<file path="config.mk">
export PLATFORM = sky130hd
export DESIGN_NAME = cbcp_bus_seq
export DESIGN_NICKNAME = d
export VERILOG_FILES = /design/src/cbcp_pkg.sv /design/src/cbcp_bus_seq.sv /design/src/cbcp_addr_reg.sv
export SDC_FILE = /design/constraint.sdc
export NUM_CORES = 1
export LEC_CHECK = 0
export ABC_AREA = 1
export ABC_CLOCK_PERIOD_IN_PS = 1930
export BUFFER_PORTS_ARGS = -buffer_cell sky130_fd_sc_hd__buf_2
export CAP_MARGIN = 20
export CORE_MARGIN = 2
export CORE_UTILIZATION = 39
export CTS_BUF_LIST = sky130_fd_sc_hd__clkbuf_4 sky130_fd_sc_hd__clkbuf_8
export DETAILED_ROUTE_END_ITERATION = 16
export PLACE_DENSITY = 0.68
export SLEW_MARGIN = 20
export SYNTH_ARGS = -nofsm -noshare
export SYNTH_HDL_FRONTEND = slang
export SYNTH_SLANG_ARGS = --single-unit
</file>
<file path="constraint.sdc">
create_clock -name ref_clk -period 1.93 [get_ports ref_clk]
set_clock_uncertainty 0.15 [all_clocks]
set_input_delay 0.2895 -clock ref_clk [delete_from_list [all_inputs] [get_ports ref_clk]]
set_output_delay 0.2895 -clock ref_clk [all_outputs]
set_load 0.05 [all_outputs]
</file>
<file path="src/cbcp_pkg.sv">
// Package of cycle codes, state codes and timing figures for the bus-cycle sequencer.
package cbcp_pkg;

    // =====================================================================
    // Machine cycle kinds requested by the execution core.
    // =====================================================================
    localparam logic [2:0] CYC_OPCODE_FETCH   = 3'h0; // Opcode fetch cycle.
    localparam logic [2:0] CYC_MEMORY_READ    = 3'h1; // Memory read cycle.
    localparam logic [2:0] CYC_MEMORY_WRITE   = 3'h2; // Memory write cycle.
    localparam logic [2:0] CYC_IO_READ        = 3'h3; // I/O read cycle.
    localparam logic [2:0] CYC_IO_WRITE       = 3'h4; // I/O write cycle.
    localparam logic [2:0] CYC_INTERRUPT_ACK  = 3'h5; // Interrupt acknowledge cycle.
    localparam logic [2:0] CYC_IDLE_DOUBLE    = 3'h6; // Bus idle of the double-add instruction.
    localparam logic [2:0] CYC_IDLE_RESTART   = 3'h7; // Bus idle of restart acknowledge.

    // =====================================================================
    // Status codes {io/memory select, status 1, status 0}.
    // =====================================================================
    localparam logic [2:0] STS_OPCODE_FETCH   = 3'h3; // 011.
    localparam logic [2:0] STS_MEMORY_READ    = 3'h2; // 010.
    localparam logic [2:0] STS_MEMORY_WRITE   = 3'h1; // 001.
    localparam logic [2:0] STS_IO_READ        = 3'h6; // 110.
    localparam logic [2:0] STS_IO_WRITE       = 3'h5; // 101.
    localparam logic [2:0] STS_INTERRUPT_ACK  = 3'h7; // 111.
    localparam logic [2:0] STS_IDLE_DOUBLE    = 3'h2; // 010.
    localparam logic [2:0] STS_IDLE_RESTART   = 3'h7; // 111.

    // =====================================================================
    // Cycle lengths in T states, wait and hold excluded.
    // =====================================================================
    localparam logic [2:0] TCOUNT_NORMAL      = 3'h3; // Ordinary machine cycle.
    localparam logic [2:0] TCOUNT_FETCH_SHORT = 3'h4; // Short opcode fetch.
    localparam logic [2:0] TCOUNT_FETCH_LONG  = 3'h6; // Long opcode fetch.

    // =====================================================================
    // The ten T-state kinds, one-hot.
    // =====================================================================
    typedef enum logic [9:0] {
        ST_T1    = 10'h001,
        ST_T2    = 10'h002,
        ST_T3    = 10'h004,
        ST_T4    = 10'h008,
        ST_T5    = 10'h010,
        ST_T6    = 10'h020,
        ST_WAIT  = 10'h040,
        ST_RESET = 10'h080,
        ST_STOP  = 10'h100,
        ST_HOLD  = 10'h200
    } cbcp_state_t;

    // Reset values of the outputs that are registered.
    localparam logic [7:0] RST_ADDR_BYTE      = 8'h00; // Address and data bytes at reset.

endpackage : cbcp_pkg

</file>
<file path="src/cbcp_bus_seq.sv">
// Bus-cycle sequencer with stop and hold power-down control.
// How it works
// - low address on shared lines in T1
// - latch strobe pulses so partner captures address
// - I/O cycles copy port number to both buses
// - select and status lines valid from T1
// - read and write strobes only after T1
// - three T states, fetch and acknowledge four or six
// - ready low waits, hold request holds
// - status code per cycle type as tabled
// - strobe per cycle type, idle keeps high
// - stop drives status low, floats select, strobes
// - ten T-state kinds, each own outputs
// - latch high only T1; T4-T6 fixed outputs
// - no latch strobe in double-add cycles 2,3
// - select high T4-T6 of interrupt acknowledge
// - power-down by stop instruction or hold
// - stop power-down ignores hold release
// - stop ends on reset or interrupt
// - hold power-down ignores interrupts, ends on release
`timescale 1ns/10ps
module cbcp_bus_seq (
    // Clock and reset.
    input  wire logic        ref_clk,
    input  wire logic        nrst,
    // Cycle requests from the execution core.
    input  wire logic        cycle_req,          // A machine cycle is wanted.
    output logic             cycle_ack,          // Request taken this edge.
    input  wire logic [2:0]  cycle_kind,         // One of CYC_* codes.
    input  wire logic        fetch_long,         // Fetch takes six T states.
    input  wire logic        double_add_instruction, // Cycle is 2nd/3rd of double add.
    input  wire logic [15:0] cycle_addr,         // Address, or port number in low byte.
    input  wire logic [7:0]  cycle_wdata,        // Write data.
    output logic             cycle_done,         // Pulse at end of cycle.
    output logic      [7:0]  cycle_rdata,        // Read data from the last read.
    // Power-down control.
    input  wire logic        stop_req,           // Stop instruction executed.
    input  wire logic        interrupt_accepted, // Any accepted interrupt.
    output logic             power_down,         // Power-down mode active.
    // Handshake pins.
    input  wire logic        ready,              // Low inserts wait states.
    input  wire logic        hold_req,           // High requests hold.
    output logic             hold_ack,           // Bus released.
    // Bus pins.
    output logic      [7:0]  low_address_data_lines_o,
    output logic             low_address_data_lines_oe,
    input  wire logic [7:0]  low_address_data_lines_i,
    output logic      [7:0]  high_address_lines,
    output logic             high_address_lines_oe,
    output logic             io_memory_select,
    output logic             io_memory_select_oe,
    output logic             cycle_status_1,
    output logic             cycle_status_0,
    output logic             read_strobe_n,
    output logic             write_strobe_n,
    output logic             rw_strobe_oe,
    output logic             interrupt_ack_strobe_n,
    output logic             address_latch_strobe
);
    import cbcp_pkg::*;

    // =====================================================================
    // State.
    // =====================================================================
    typedef struct packed {
        cbcp_state_t state_r;     // Current T state.
        logic [2:0]  kind_r;      // Kind of the current cycle.
        logic [2:0]  len_r;       // Cycle length in T states.
        logic [2:0]  tcnt_r;      // T states done before the current one.
        logic        nolatch_r;   // Latch strobe suppressed this cycle.
        logic        stopped_r;   // Stop-initiated power-down.
        logic        hold_pd_r;   // Hold-initiated power-down.
        logic        out_r;       // Bus is being driven out.
        cbcp_state_t resume_r;    // State to resume after hold.
    } cbcp_seq_t;

    cbcp_seq_t st_r;    // Registered state.
    cbcp_seq_t st_nxt;  // Next state.

    logic [7:0] hi_byte;   // High address byte for this cycle.
    logic       load_addr; // Capture address bytes at request.
    logic       load_rd;   // Capture read data.
    logic       is_read;   // Current kind reads.
    logic       is_write;  // Current kind writes.
    logic       is_io;     // Current kind is I/O, acknowledge or restart idle.
    logic [7:0] addr_lo;   // Latched low byte.
    logic [7:0] addr_hi;   // Latched high byte.

    // I/O cycles put the port number on the high bus as well.
    assign hi_byte = (cycle_kind == CYC_IO_READ || cycle_kind == CYC_IO_WRITE)
                   ? cycle_addr[7:0] : cycle_addr[15:8];

    // Decode the current cycle kind.
    assign is_read  = (st_r.kind_r == CYC_OPCODE_FETCH) || (st_r.kind_r == CYC_MEMORY_READ)
                   || (st_r.kind_r == CYC_IO_READ);
    assign is_write = (st_r.kind_r == CYC_MEMORY_WRITE) || (st_r.kind_r == CYC_IO_WRITE);
    assign is_io    = (st_r.kind_r == CYC_IO_READ) || (st_r.kind_r == CYC_IO_WRITE)
                   || (st_r.kind_r == CYC_INTERRUPT_ACK) || (st_r.kind_r == CYC_IDLE_RESTART);

    // A request is taken when the sequencer stands idle in T1 waiting.
    assign cycle_ack = cycle_req && !st_r.out_r && (st_r.state_r == ST_T1)
                    && !hold_req && !stop_req;
    assign load_addr = cycle_ack;
    // Read data are captured at the end of T3 of a reading cycle.
    assign load_rd   = (st_r.state_r == ST_T3) && is_read && st_r.out_r;

    // =====================================================================
    // Byte holders for the address bytes and the read data.
    // =====================================================================
    cbcp_addr_reg u_lo (
        .ref_clk (ref_clk),
        .nrst    (nrst),
        .load    (load_addr),
        .din     (cycle_addr[7:0]),
        .dout    (addr_lo)
    );

    cbcp_addr_reg u_hi (
        .ref_clk (ref_clk),
        .nrst    (nrst),
        .load    (load_addr),
        .din     (hi_byte),
        .dout    (addr_hi)
    );

    cbcp_addr_reg u_rd (
        .ref_clk (ref_clk),
        .nrst    (nrst),
        .load    (load_rd),
        .din     (low_address_data_lines_i),
        .dout    (cycle_rdata)
    );

    // =====================================================================
    // Next-state logic.
    // =====================================================================
    always_comb begin
        st_nxt     = st_r;
        cycle_done = 1'b0;
        case (st_r.state_r)
            ST_RESET: begin
                st_nxt.state_r = ST_T1;
            end
            ST_T1: begin
                if (st_r.out_r) begin
                    st_nxt.state_r = ST_T2;
                end else if (stop_req) begin
                    // Stop enters power-down directly through the stop state.
                    st_nxt.state_r   = ST_STOP;
                    st_nxt.stopped_r = 1'b1;
                end else if (hold_req) begin
                    st_nxt.state_r   = ST_HOLD;
                    st_nxt.hold_pd_r = 1'b1;
                    st_nxt.resume_r  = ST_T1;
                end else if (cycle_req) begin
                    st_nxt.out_r     = 1'b1;
                    st_nxt.kind_r    = cycle_kind;
                    st_nxt.nolatch_r = double_add_instruction;
                    st_nxt.tcnt_r    = 3'h1;
                    // Acknowledge runs as long as a fetch, so it owns T4 to T6.
                    st_nxt.len_r     = (cycle_kind != CYC_OPCODE_FETCH
                                        && cycle_kind != CYC_INTERRUPT_ACK) ? TCOUNT_NORMAL
                                     : (fetch_long ? TCOUNT_FETCH_LONG : TCOUNT_FETCH_SHORT);
                end
            end
            ST_T2: begin
                st_nxt.tcnt_r  = st_r.tcnt_r + 3'h1;
                st_nxt.state_r = ready ? ST_T3 : ST_WAIT;
            end
            ST_WAIT: begin
                st_nxt.state_r = ready ? ST_T3 : ST_WAIT;
            end
            ST_T3, ST_T4, ST_T5: begin
                if (st_r.tcnt_r + 3'h1 >= st_r.len_r) begin
                    cycle_done    = 1'b1;
                    st_nxt.out_r  = 1'b0;
                    st_nxt.tcnt_r = 3'h0;
                    if (hold_req) begin
                        st_nxt.state_r   = ST_HOLD;
                        st_nxt.hold_pd_r = 1'b1;
                        st_nxt.resume_r  = ST_T1;
                    end else begin
                        st_nxt.state_r = ST_T1;
                    end
                end else begin
                    st_nxt.tcnt_r  = st_r.tcnt_r + 3'h1;
                    st_nxt.state_r = (st_r.state_r == ST_T3) ? ST_T4
                                   : (st_r.state_r == ST_T4) ? ST_T5 : ST_T6;
                end
            end
            ST_T6: begin
                cycle_done     = 1'b1;
                st_nxt.out_r   = 1'b0;
                st_nxt.tcnt_r  = 3'h0;
                st_nxt.state_r = ST_T1;
            end
            ST_STOP: begin
                // Only an accepted interrupt or reset ends stop; hold is ignored.
                if (interrupt_accepted) begin
                    st_nxt.state_r   = ST_T1;
                    st_nxt.stopped_r = 1'b0;
                end
            end
            ST_HOLD: begin
                // Interrupts are ignored; release of hold ends it.
                if (!hold_req) begin
                    st_nxt.state_r   = st_r.resume_r;
                    st_nxt.hold_pd_r = 1'b0;
                end
            end
            default: begin
                st_nxt.state_r = ST_RESET;
            end
        endcase
    end

    // Registers the state; reset lands in the reset T state.
    always_ff @(posedge ref_clk or negedge nrst) begin
        if (!nrst) begin
            st_r <= '{state_r: ST_RESET, kind_r: CYC_OPCODE_FETCH, len_r: TCOUNT_NORMAL,
                      tcnt_r: 3'h0, nolatch_r: 1'b0, stopped_r: 1'b0, hold_pd_r: 1'b0,
                      out_r: 1'b0, resume_r: ST_T1};
        end else begin
            st_r <= st_nxt;
        end
    end

    // =====================================================================
    // Pin outputs per T-state kind.
    // =====================================================================
    always_comb begin
        // Floated-bus defaults used by reset, stop and hold.
        low_address_data_lines_o  = addr_lo;
        low_address_data_lines_oe = 1'b0;
        high_address_lines        = addr_hi;
        high_address_lines_oe     = 1'b0;
        io_memory_select          = 1'b0;
        io_memory_select_oe       = 1'b0;
        cycle_status_1            = 1'b0;
        cycle_status_0            = 1'b0;
        read_strobe_n             = 1'b1;
        write_strobe_n            = 1'b1;
        rw_strobe_oe              = 1'b0;
        interrupt_ack_strobe_n    = 1'b1;
        address_latch_strobe      = 1'b0;
        case (st_r.state_r)
            ST_T1, ST_T2, ST_WAIT, ST_T3: begin
                // Status valid from T1 for the whole cycle.
                rw_strobe_oe          = 1'b1;
                io_memory_select_oe   = st_r.out_r;
                high_address_lines_oe = st_r.out_r;
                io_memory_select      = is_io;
                case (st_r.kind_r)
                    CYC_OPCODE_FETCH:  {cycle_status_1, cycle_status_0} = STS_OPCODE_FETCH[1:0];
                    CYC_MEMORY_READ:   {cycle_status_1, cycle_status_0} = STS_MEMORY_READ[1:0];
                    CYC_MEMORY_WRITE:  {cycle_status_1, cycle_status_0} = STS_MEMORY_WRITE[1:0];
                    CYC_IO_READ:       {cycle_status_1, cycle_status_0} = STS_IO_READ[1:0];
                    CYC_IO_WRITE:      {cycle_status_1, cycle_status_0} = STS_IO_WRITE[1:0];
                    CYC_INTERRUPT_ACK: {cycle_status_1, cycle_status_0} = STS_INTERRUPT_ACK[1:0];
                    CYC_IDLE_DOUBLE:   {cycle_status_1, cycle_status_0} = STS_IDLE_DOUBLE[1:0];
                    default:           {cycle_status_1, cycle_status_0} = STS_IDLE_RESTART[1:0];
                endcase
                if (st_r.state_r == ST_T1) begin
                    // Address out, latch strobe high unless nolatch_r, strobes inactive.
                    low_address_data_lines_oe = st_r.out_r;
                    address_latch_strobe      = st_r.out_r && !st_r.nolatch_r;
                end else if (st_r.out_r) begin
                    // Data phase: command strobes only now.
                    read_strobe_n             = !is_read;
                    write_strobe_n            = !is_write;
                    interrupt_ack_strobe_n    = (st_r.kind_r != CYC_INTERRUPT_ACK);
                    low_address_data_lines_o  = cycle_wdata;
                    low_address_data_lines_oe = is_write;
                end
            end
            ST_T4, ST_T5, ST_T6: begin
                // Status 1,1, memory select except acknowledge, low lines floated.
                cycle_status_1        = 1'b1;
                cycle_status_0        = 1'b1;
                io_memory_select      = (st_r.kind_r == CYC_INTERRUPT_ACK);
                io_memory_select_oe   = 1'b1;
                high_address_lines_oe = 1'b1;
                rw_strobe_oe          = 1'b1;
            end
            ST_STOP: begin
                // Status low, select and strobes floated.
                cycle_status_1 = 1'b0;
                cycle_status_0 = 1'b0;
            end
            default: begin
            end
        endcase
    end

    assign power_down = st_r.stopped_r || st_r.hold_pd_r;
    assign hold_ack   = (st_r.state_r == ST_HOLD) || (st_r.state_r == ST_STOP);

    // =====================================================================
    // Checks.
    // =====================================================================
    AST_LATCH_T1_ONLY: assert property (@(posedge ref_clk) disable iff (!nrst)
        address_latch_strobe |-> (st_r.state_r == ST_T1) && read_strobe_n && write_strobe_n)
        else $error("Latch strobe outside T1 or with active strobe.");
    AST_STROBE_LATE: assert property (@(posedge ref_clk) disable iff (!nrst)
        (st_r.state_r == ST_T1) |-> read_strobe_n && write_strobe_n)
        else $error("Command strobe active in T1.");
    AST_STOP_OUT: assert property (@(posedge ref_clk) disable iff (!nrst)
        (st_r.state_r == ST_STOP) |-> !cycle_status_1 && !cycle_status_0 && !rw_strobe_oe
        && !io_memory_select_oe && interrupt_ack_strobe_n)
        else $error("Stop state outputs wrong.");
    AST_STOP_STAYS: assert property (@(posedge ref_clk) disable iff (!nrst)
        (st_r.state_r == ST_STOP) && !interrupt_accepted |=> (st_r.state_r == ST_STOP))
        else $error("Stop left without interrupt.");
    AST_HOLD_EXIT: assert property (@(posedge ref_clk) disable iff (!nrst)
        (st_r.state_r == ST_HOLD) && hold_req |=> (st_r.state_r == ST_HOLD))
        else $error("Hold left while request held.");
    AST_NORMAL_LEN: assert property (@(posedge ref_clk) disable iff (!nrst)
        cycle_ack && cycle_kind != CYC_OPCODE_FETCH && cycle_kind != CYC_INTERRUPT_ACK
        ##2 ready |=> cycle_done)
        else $error("Normal cycle not three T states.");
    AST_WAIT_ON_READY: assert property (@(posedge ref_clk) disable iff (!nrst)
        (st_r.state_r == ST_T2) && !ready |=> (st_r.state_r == ST_WAIT))
        else $error("No wait state on ready low.");
    AST_IO_PORT_COPY: assert property (@(posedge ref_clk) disable iff (!nrst)
        cycle_ack && cycle_kind == CYC_IO_WRITE |=> addr_hi == addr_lo)
        else $error("Port number not copied.");
    AST_ACK_SELECT: assert property (@(posedge ref_clk) disable iff (!nrst)
        (st_r.state_r == ST_T4) && st_r.kind_r == CYC_INTERRUPT_ACK |-> io_memory_select)
        else $error("Select low in acknowledge T4.");

endmodule : cbcp_bus_seq

</file>
<file path="src/cbcp_addr_reg.sv">
// Holds one byte captured on a load pulse; used for bus address and data bytes.
`timescale 1ns/10ps
module cbcp_addr_reg (
    // Clock and reset.
    input  wire logic       ref_clk,
    input  wire logic       nrst,
    // Load side.
    input  wire logic       load,
    input  wire logic [7:0] din,
    // Stored byte.
    output logic      [7:0] dout
);
    import cbcp_pkg::*;

    // The whole state of this module.
    typedef struct packed {
        logic [7:0] value_r;
    } cbcp_byte_t;

    cbcp_byte_t st_r;   // Registered state.
    cbcp_byte_t st_nxt; // Next state.

    // Captures the input byte when load is high.
    always_comb begin
        st_nxt = st_r;
        if (load) begin
            st_nxt.value_r = din;
        end
    end

    // Registers the state on every clock edge.
    always_ff @(posedge ref_clk or negedge nrst) begin
        if (!nrst) begin
            st_r <= '{value_r: RST_ADDR_BYTE};
        end else begin
            st_r <= st_nxt;
        end
    end

    assign dout = st_r.value_r;

endmodule : cbcp_addr_reg

</file>
; After elaboration in Yosys (flattened, before gate mapping)
; Index checks and enable logic that the tools add are counted.
[word_totals]
ff_bits = 57
input_bits = 44
out_inout_bits = 39
word_cells = 151
[classes]
addsub = 1
magnitude_cmp = 1
eq_ne = 30
n_mux = 59
n_bitwise = 3
reduce_logical = 45
[ops]
columns = operator, count
row1 = $mux W10, 8
row2 = $pmux W10 S6, 1
row3 = $mux W8, 4
row4 = $mux W1, 24
row5 = $mux W12, 2
row6 = $pmux W10 S2, 1
row7 = $mux W17, 1
row8 = $ne A2 B2 Y1 const B, 8
row9 = $eq A3 B3 Y1 const B, 5
row10 = $reduce_and A5 Y1, 3
row11 = $mux W4, 3
row12 = $mux W6, 2
row13 = $pmux W1 S2, 6
row14 = $pmux W3 S4, 1
row15 = $eq A10 B1 Y1 const B, 1
row16 = $eq A10 B10 Y1 const B, 1
row17 = $eq A10 B2 Y1 const B, 1
row18 = $eq A10 B3 Y1 const B, 1
row19 = $eq A10 B4 Y1 const B, 1
row20 = $eq A10 B5 Y1 const B, 1
row21 = $eq A10 B6 Y1 const B, 1
row22 = $eq A10 B7 Y1 const B, 1
row23 = $eq A10 B8 Y1 const B, 1
row24 = $eq A10 B9 Y1 const B, 1
row25 = other kinds (25), 60

; Depth between registers and ports, before layout
; Gate-level depths: netlist (run 1).
[logic_depth]
word_depth = 7
depth_mapped = 11
mapped_depth_nobuf = 11

; Modules after synthesis
; From an unflattened synthesis (run 1), not the netlist that was laid out.
[unflattened]
cells_unflattened = 452
hier_area_um2 = 3324.4
[modules_own_cells]
columns = module, instances, cells_each, area_each_um2, seq_area_each_um2
row1 = cbcp_bus_seq, 1, 350, 2408.6, 830.8
row2 = cbcp_addr_reg, 3, 34, 305.3, 200.2

; Worst setup path after synthesis (run 1)
; OpenSTA, ideal clock, no wires.
[synth_timing]
kind = register to output
from = register st_r[30] in the netlist's numbering
to = output low_address_data_lines_o[1]
t_arrival_ps = 2296
required_ps = 1490
slack_ps = -806
path_stages_with_launch = 9
path_buffers = 1
path_cell_list = dfstp_2 nor2_2 nand2_4 nor2_8 nand2_4 and2_4 nand2_4 buf_6 o21ai_0
[synth_via]
elab_chain_len = 3
elab_cells_between_ends = 7
classes_between = eq/ne: 4 / mux: 2 / reduce/logical: 1
[synth_lines]
columns = element, line
row1 = from (decl), cbcp_bus_seq.sv:77  ; cbcp_seq_t st_r;
row2 = from (signal assigned), cbcp_bus_seq.sv:220  ; st_r <= '{state_r: ST_RESET, kind_r: CYC_OPCODE_FETCH, len_r: TCOUNT_NORMAL,
row3 = from (signal assigned), cbcp_bus_seq.sv:224  ; st_r <= st_nxt;
row4 = $eq A10 B1 Y1 (tied with other cells), "cbcp_bus_seq.sv:246, cbcp_bus_seq.sv:263"
row5 = $reduce_or A4 Y1 / $mux W8 (equally long branches), "cbcp_bus_seq.sv:246, cbcp_bus_seq.sv:263"
row6 = $mux W8 *, cbcp_bus_seq.sv:246  ; case (st_r.state_r)
row7 = to (decl), cbcp_bus_seq.sv:45  ; output logic [7:0] low_address_data_lines_o,
; Every way passes the cells marked *; elsewhere a longest branch is shown, timed or not.

; Worst setup path in the final report (run 1)
[layout_timing]
from = register st_r[28] in the netlist's numbering
to = output low_address_data_lines_o[0]
; The elaborated chain is that of the path after synthesis.

==> results of run 1 <==
## cells in the mapped netlist (5+ instances only)
| cell type | n | area [um^2] |
|---|---|---|
| a21oi_1 | 10 | 50.1 |
| dfrtp_1 | 53 | 1330 |
| inv_1 | 59 | 221 |
| inv_2 | 7 | 26.3 |
| mux2i_1 | 8 | 80.1 |
| nand2_1 | 132 | 495 |
| nand2_2 | 6 | 37.5 |
| nand3_1 | 23 | 115 |
| nand4_1 | 5 | 31.3 |
| nor2_1 | 31 | 116 |
| nor2_4 | 5 | 56.3 |
| nor3_1 | 5 | 25.0 |
| o21ai_0 | 31 | 155 |
| o21ai_1 | 20 | 100 |
| o21ai_2 | 9 | 78.8 |
## critical path: cells and delay by family (launching register included)
| kind | cells | cell delay, ns |
|---|---|---|
| flops | 1 | 0.43 |
| compound gates | 2 | 0.30 |
| simple gates | 4 | 0.56 |
| buf+inv | 3 | 0.41 |
## sequential cells by signal (all words and copies together), names as in the netlist
| signal | flops |
|---|---|
| st_r | 33 |
| u_lo.dout | 8 |
| u_rd.dout | 8 |
| u_hi.dout | 8 |
## worst paths after layout
path / from / endpoint / slack (ns) / depth (start not counted)
min reg2reg: st_r[9]$_DFFE_PN0P_ / st_r[9]$_DFFE_PN0P_ / 0.33 / 2
min in group asynchronous: nrst / st_r[28]$_DFFE_PN0P_ / 0.33 / 3
max in group asynchronous: nrst / st_r[17]$_DFFE_PN1P_ / 1.00 / 3
max: st_r[28]$_DFFE_PN0P_ / low_address_data_lines_o[0] / -0.56 / 9
min: cycle_addr[3] / u_lo.dout[3]$_DFFE_PN0P_ / 0.03 / 3
max reg2reg: st_r[14]$_DFFE_PN0P_ / st_r[7]$_DFFE_PN0P_ / -0.23 / 13
## metrics by stage
step / cells / instance area [um^2] / util, %
after global routing: 725 / 5740 / 66.8
after CTS: 725 / 5320 / 61.9
after global placement: 680 / 4420 / 51.4
after floorplan: 449 / 3530 / -
after detailed placement: 680 / 4420 / 51.4
final: 725 / 5740 / 66.8
## cell type report
type | count | share of cell area [%]
multi-input combinational | 319 | 41.4
sequential | 57 | 24.9
timing repair buffer | 159 | 22.9
inverter | 66 | 4.71
clock buffer | 12 | 2.77
tap | 108 | 2.35
clock inverter | 4 | 0.915
## metal layers
layer	vias up	share of wire, %	wire length, um
li1	1770	-	-
met1	1763	41	4700
met2	147	51	5760
met3	35	5.2	593
met4	0	2.9	331
met5	-	0	0
## cells in the final DEF (no fill, tap or decap), types with 3 or more instances in the layout
master,count
o21ai_0,24
clkbuf_8,11
inv_1,51
mux2i_1,8
buf_4,46
o21ai_1,10
o21ai_4,9
dfstp_2,4
nand2_1,88
nor2_4,13
buf_6,38
clkinvlp_4,3
nand2_4,24
nor3_1,5
nand3_1,14
buf_12,3
buf_8,9
inv_4,4
nand4_1,5
inv_2,9
nand3_4,8
nor2_1,19
a21oi_2,4
dfrtp_1,52
nand2_8,3
buf_2,60
ha_4,4
o21ai_2,17
nand2_2,28
nor2_2,5
nand3_2,9
a21oi_1,4
## cell families after synthesis
| group | share of synthesized area, % |
|---|---|
| mux | 2.75 |
| buf+inv | 9.59 |
| xor+xnor | 0.256 |
| flops | 41.9 |
| simple gates | 31.3 |
| compound gates | 12.7 |
| fa+ha+maj | 1.46 |
## power groups by stage
stage	Combinational, mW	Sequential, mW	Clock, mW
after floorplan	2.45	1.52	0
after global placement	3.34	1.46	0
after detailed placement	3.40	1.47	0
after CTS	4.57	1.45	1.22
after global routing	5.84	1.51	1.29
final	5.56	1.49	1.19
## repair_timing
action | 4_1_cts | 5_1_grt
endpoints found under the hold margin | 54 | 0
hold buffers | 2 | 0
buffers inserted | 27 | 6
resized for setup | 125 | 106
endpoints found under the setup margin | 38 | 68
gates cloned | 5 | 0
pin swaps | 32 | 45
==> metrics.cfg, run 1 <==
[status]
outcome=finished with violations
violations=setup timing

[sta]
fmax_mhz=401
fin_crit_sh_pct=129
maxSlewViolCount=0
min_period_ns=2.49
setup_viol=41
tns_ns=-11.95
worst_slew_pin_slew_ns=0.389
holdWs_ns=0.0340
rsz0062_at_grt=true
fin_ws_ns=-0.565
max_slew_margin_pct=74.0
hold_violations=0

[power_and_ir_drop]
vdd_drop_max_v=0.000724
power_switching_mw=3.87
power.leakage_nw=2.93
finalPower_mw=8.24
switching_share_pct=46.9
p_seq_share_pct=18.1
comb_power_share_pct=67.5
clkPwrFrac_pct=14.4
p_int_mw=4.37
powerDensity_nw_per_um2=1430

[grt]
grt_pass1_vias=3544
use_met3_pct=4.89
overflow=0
grt_pass1_wl_um=17000
grt_max_degree=58
antenna_found_initial=0
busiest_layer=met2
grtUsageMet2_pct=36.1
track_usage_pct=22.2
use_met1_pct=29.0

[route]
routedWlPerCell_um=15.7
vias=3715
wirelength_um=11400
antenna_left=0
vias_per_cell=5.12
drcViolationCount=0
drtPass1Iterations=5
drt-initial-drc-count=160

[yosys]
synth-seq-area-share_pct=41.9
synthArstFlopShare_pct=100
synth_seq_cells=57
netlist_area_um2=3420
syn_nets=497
yosysWarnings=0
syn_inst=449
ys.flop_type=dfrtp_1
ys_types=37
synth_edf_count=0
syn_area_per_cell_um2=7.61

[worst_setup_path]
cp_data_required_time_ns=1.49
crit_fanout=8
cp-start-kind=register
crit_slowest_cell=dfrtp_1
path_class=register to primary output
crit_path_end_kind=primary output
arrival_ns=2.06
cp_cell_sequence=nor2_4, nand2_4, inv_4, buf_4, nand3_4, o21ai_1, nand2_2, o21ai_4, buf_6
critPathMaxStageDelay_ns=0.43

[placed_design]
post-place-ws_ns=-0.203
hpwl_um=6840
place_congestion=0.974
portBuffers=82

[clock_network]
cts_root_buf=clkbuf_8
clk_latency_ns=0.34
cts_tree=built
cts_buffer_depth=2
clkTransAtPathRegs_ns=0.08
numCtsBuffers=9
cts.sinks=57
cts_max_level=3

[layout]
drive_gt1_share_pct=53.2
area_growth_pct=68.1
regArea_um2=1430
nets=660
n_antenna_cell=0
multiInputGateArea_um2=2380
n_fill_cell=665

[job]
cap_violations=0

[floorplanning]
rows=34
coreArea_um2=8590
die-area_um2=9530
fp.dieW_um=97.6
die_y_um=97.6
io_pins=83
initial_core_util_pct=39.8

[worst_hold_path]
hp-class=input pin to register

(Power assumes the default switching activity.)
==> run 2: changes to the inputs <==
CORE_UTILIZATION = 50   (was 39)
PLACE_DENSITY = 0.82   (was 0.68)
==> run 2 against run 1 <==
The flow still finishes with violations (setup timing). Routed wire length rose by 18%. Global-route usage is 8.8 points higher. Fmax shrank 1.8%. Flip-flop and latch count stayed put. Cell area shrank 1.3%. Total power down 1.6%. Setup slack worse by 0.046 ns. Core utilization is 18 points higher. Critical endpoint is now low_address_data_lines_o[4]. Largest cell class unchanged. Largest power group unchanged.
==> metrics.cfg, run 2 (synthesized netlist as in run 1, its figures left out) <==
[sta]
fin_crit_sh_pct=132
holdWs_ns=0.0222
rsz0062_at_grt=true
setup_viol=70
fin_ws_ns=-0.610
worst_slew_pin_slew_ns=0.382
maxSlewViolCount=0
hold_violations=0
max_slew_margin_pct=74.3
min_period_ns=2.54
fmax_mhz=394

[status]
outcome=finished with violations
violations=setup timing

[power_and_ir_drop]
switching_share_pct=49.0
clkPwrFrac_pct=13.2
powerDensity_nw_per_um2=1430
power.leakage_nw=2.91
vdd_drop_max_v=0.000849
comb_power_share_pct=68.3
power_switching_mw=3.98
p_seq_share_pct=18.5
finalPower_mw=8.11
p_int_mw=4.13

[grt]
track_usage_pct=31.0
antenna_found_initial=0
overflow=0
grt_max_degree=58
grt_pass1_vias=3777
grt_pass1_wl_um=17800

[clock_network]
cts_root_buf=clkbuf_8
cts_tree=built
cts.sinks=57
cts_buffer_depth=2
clkTransAtPathRegs_ns=0.08
numCtsBuffers=9
cts_max_level=3
clk_latency_ns=0.35

[layout]
drive_gt1_share_pct=54.6
area_growth_pct=65.9
layout_common_cells=nand2_1, buf_2, buf_4
nets=666
final_common_cell=nand2_1
max_flop_register=st_r
largest_reg_flops=33
stdcell_area_um2=5670
n_antenna_cell=0

[route]
drtPass1Iterations=6
wirelength_um=13400
antenna_left=0
vias_per_cell=5.68
drt-initial-drc-count=447
routedWlPerCell_um=19.1
drcViolationCount=0
vias=3991

[floorplanning]
die_y_um=86.7
io_pins=83
die-area_um2=7510
coreArea_um2=6720
initial_core_util_pct=50.9
fp.dieW_um=86.7
rows=30

[worst_setup_path]
arrival_ns=2.10
cp-start-kind=register
path_class=register to primary output
crit_path_end_kind=primary output
cp_data_required_time_ns=1.49
crit_fanout=8

[job]
cap_violations=0

[worst_hold_path]
hp-class=input pin to register

[placed_design]
portBuffers=82
hpwl_um=7230
post_dp_cell_area_um2=4400
place_congestion=0.935

## run 2: cell count changes in the layout (fill, tap and decap cells not counted), moves of 4 or more
cell,change
inv_2,+7
buf_4,+14
nor2_2,+4
inv_1,-5
nand2_2,+5
buf_6,-8
nand2_4,-4
## run 2: area by class of cell
class / count / area, um^2
multi-input combinational: 316 / 2280
timing repair buffer: 168 / 1400
tap: 80 / 100
clock inverter: 4 / 28.8
sequential: 57 / 1430
fill: 349 / 1050
clock buffer: 12 / 153
inverter: 66 / 279
## run 2: metal layers
metal	vias up	track usage [%]	share of wire [%]
li1	1777	-	-
met5	-	0	0
met1	1868	37.7	37
met4	0	15.2	4.7
met2	276	51.7	50
met3	70	7.24	7.8
## run 2: power groups by stage
stage | Sequential, mW | Clock [mW] | Combinational [mW]
6_report | 1.50 | 1.07 | 5.53
2_1_floorplan | 1.52 | 0 | 2.45
3_5_place_dp | 1.47 | 0 | 3.44
5_1_grt | 1.51 | 1.13 | 5.74
4_1_cts | 1.45 | 1.06 | 4.47
3_3_place_gp | 1.46 | 0 | 3.34
## run 2: worst max-delay path, stage by stage (launching register included)
cell	delay [ns]
dfrtp_1	0.42
inv_1	0.12
nand2_1	0.18
nor2_8	0.17
nand2_4	0.06
and2_4	0.17
nand2_8	0.14
buf_12	0.16
nand2_1	0.08
o21ai_2	0.07
buf_6	0.17
## run 2: per-stage QoR
stage / utilization [%] / worst slack (ns) / instances / setup TNS [ns]
after global routing: 84.4 / -0.662 / 703 / -21.35
after floorplan: - / -0.229 / 449 / -2.34
after global placement: 65.5 / -0.167 / 651 / -3.87
after CTS: 77.5 / -0.476 / 690 / -12.92
final: 84.4 / -0.610 / 703 / -17.77
after detailed placement: 65.5 / -0.221 / 651 / -5.06
## run 2: path summary, 6_finish.rpt
path                                        start                           to  slack (ns)  cells past startpoint
setup / recovery             st_r[24]$_DFFE_PN0P_  low_address_data_lines_o[4]       -0.61                     10
hold / removal             double_add_instruction         st_r[13]$_DFFE_PN0P_        0.02                      3
setup reg to reg             st_r[23]$_DFFE_PN0P_         st_r[26]$_DFFE_PN0P_       -0.24                     13
hold reg to reg               st_r[8]$_DFFE_PN0P_          st_r[8]$_DFFE_PN0P_        0.32                      2
max in group asynchronous                    nrst         st_r[17]$_DFFE_PN1P_        0.99                      3
min in group asynchronous                    nrst         st_r[32]$_DFFE_PN0P_        0.33                      3
## run 2: what timing repair did
action | 4_1_cts | 5_1_grt
endpoints found under the setup margin | 41 | 69
gates cloned | 2 | 0
buffers inserted | 26 | 17
pin swaps | 35 | 42
gates resized for setup | 132 | 87
hold buffers | 1 | 0
endpoints found under the hold margin | 53 | 0
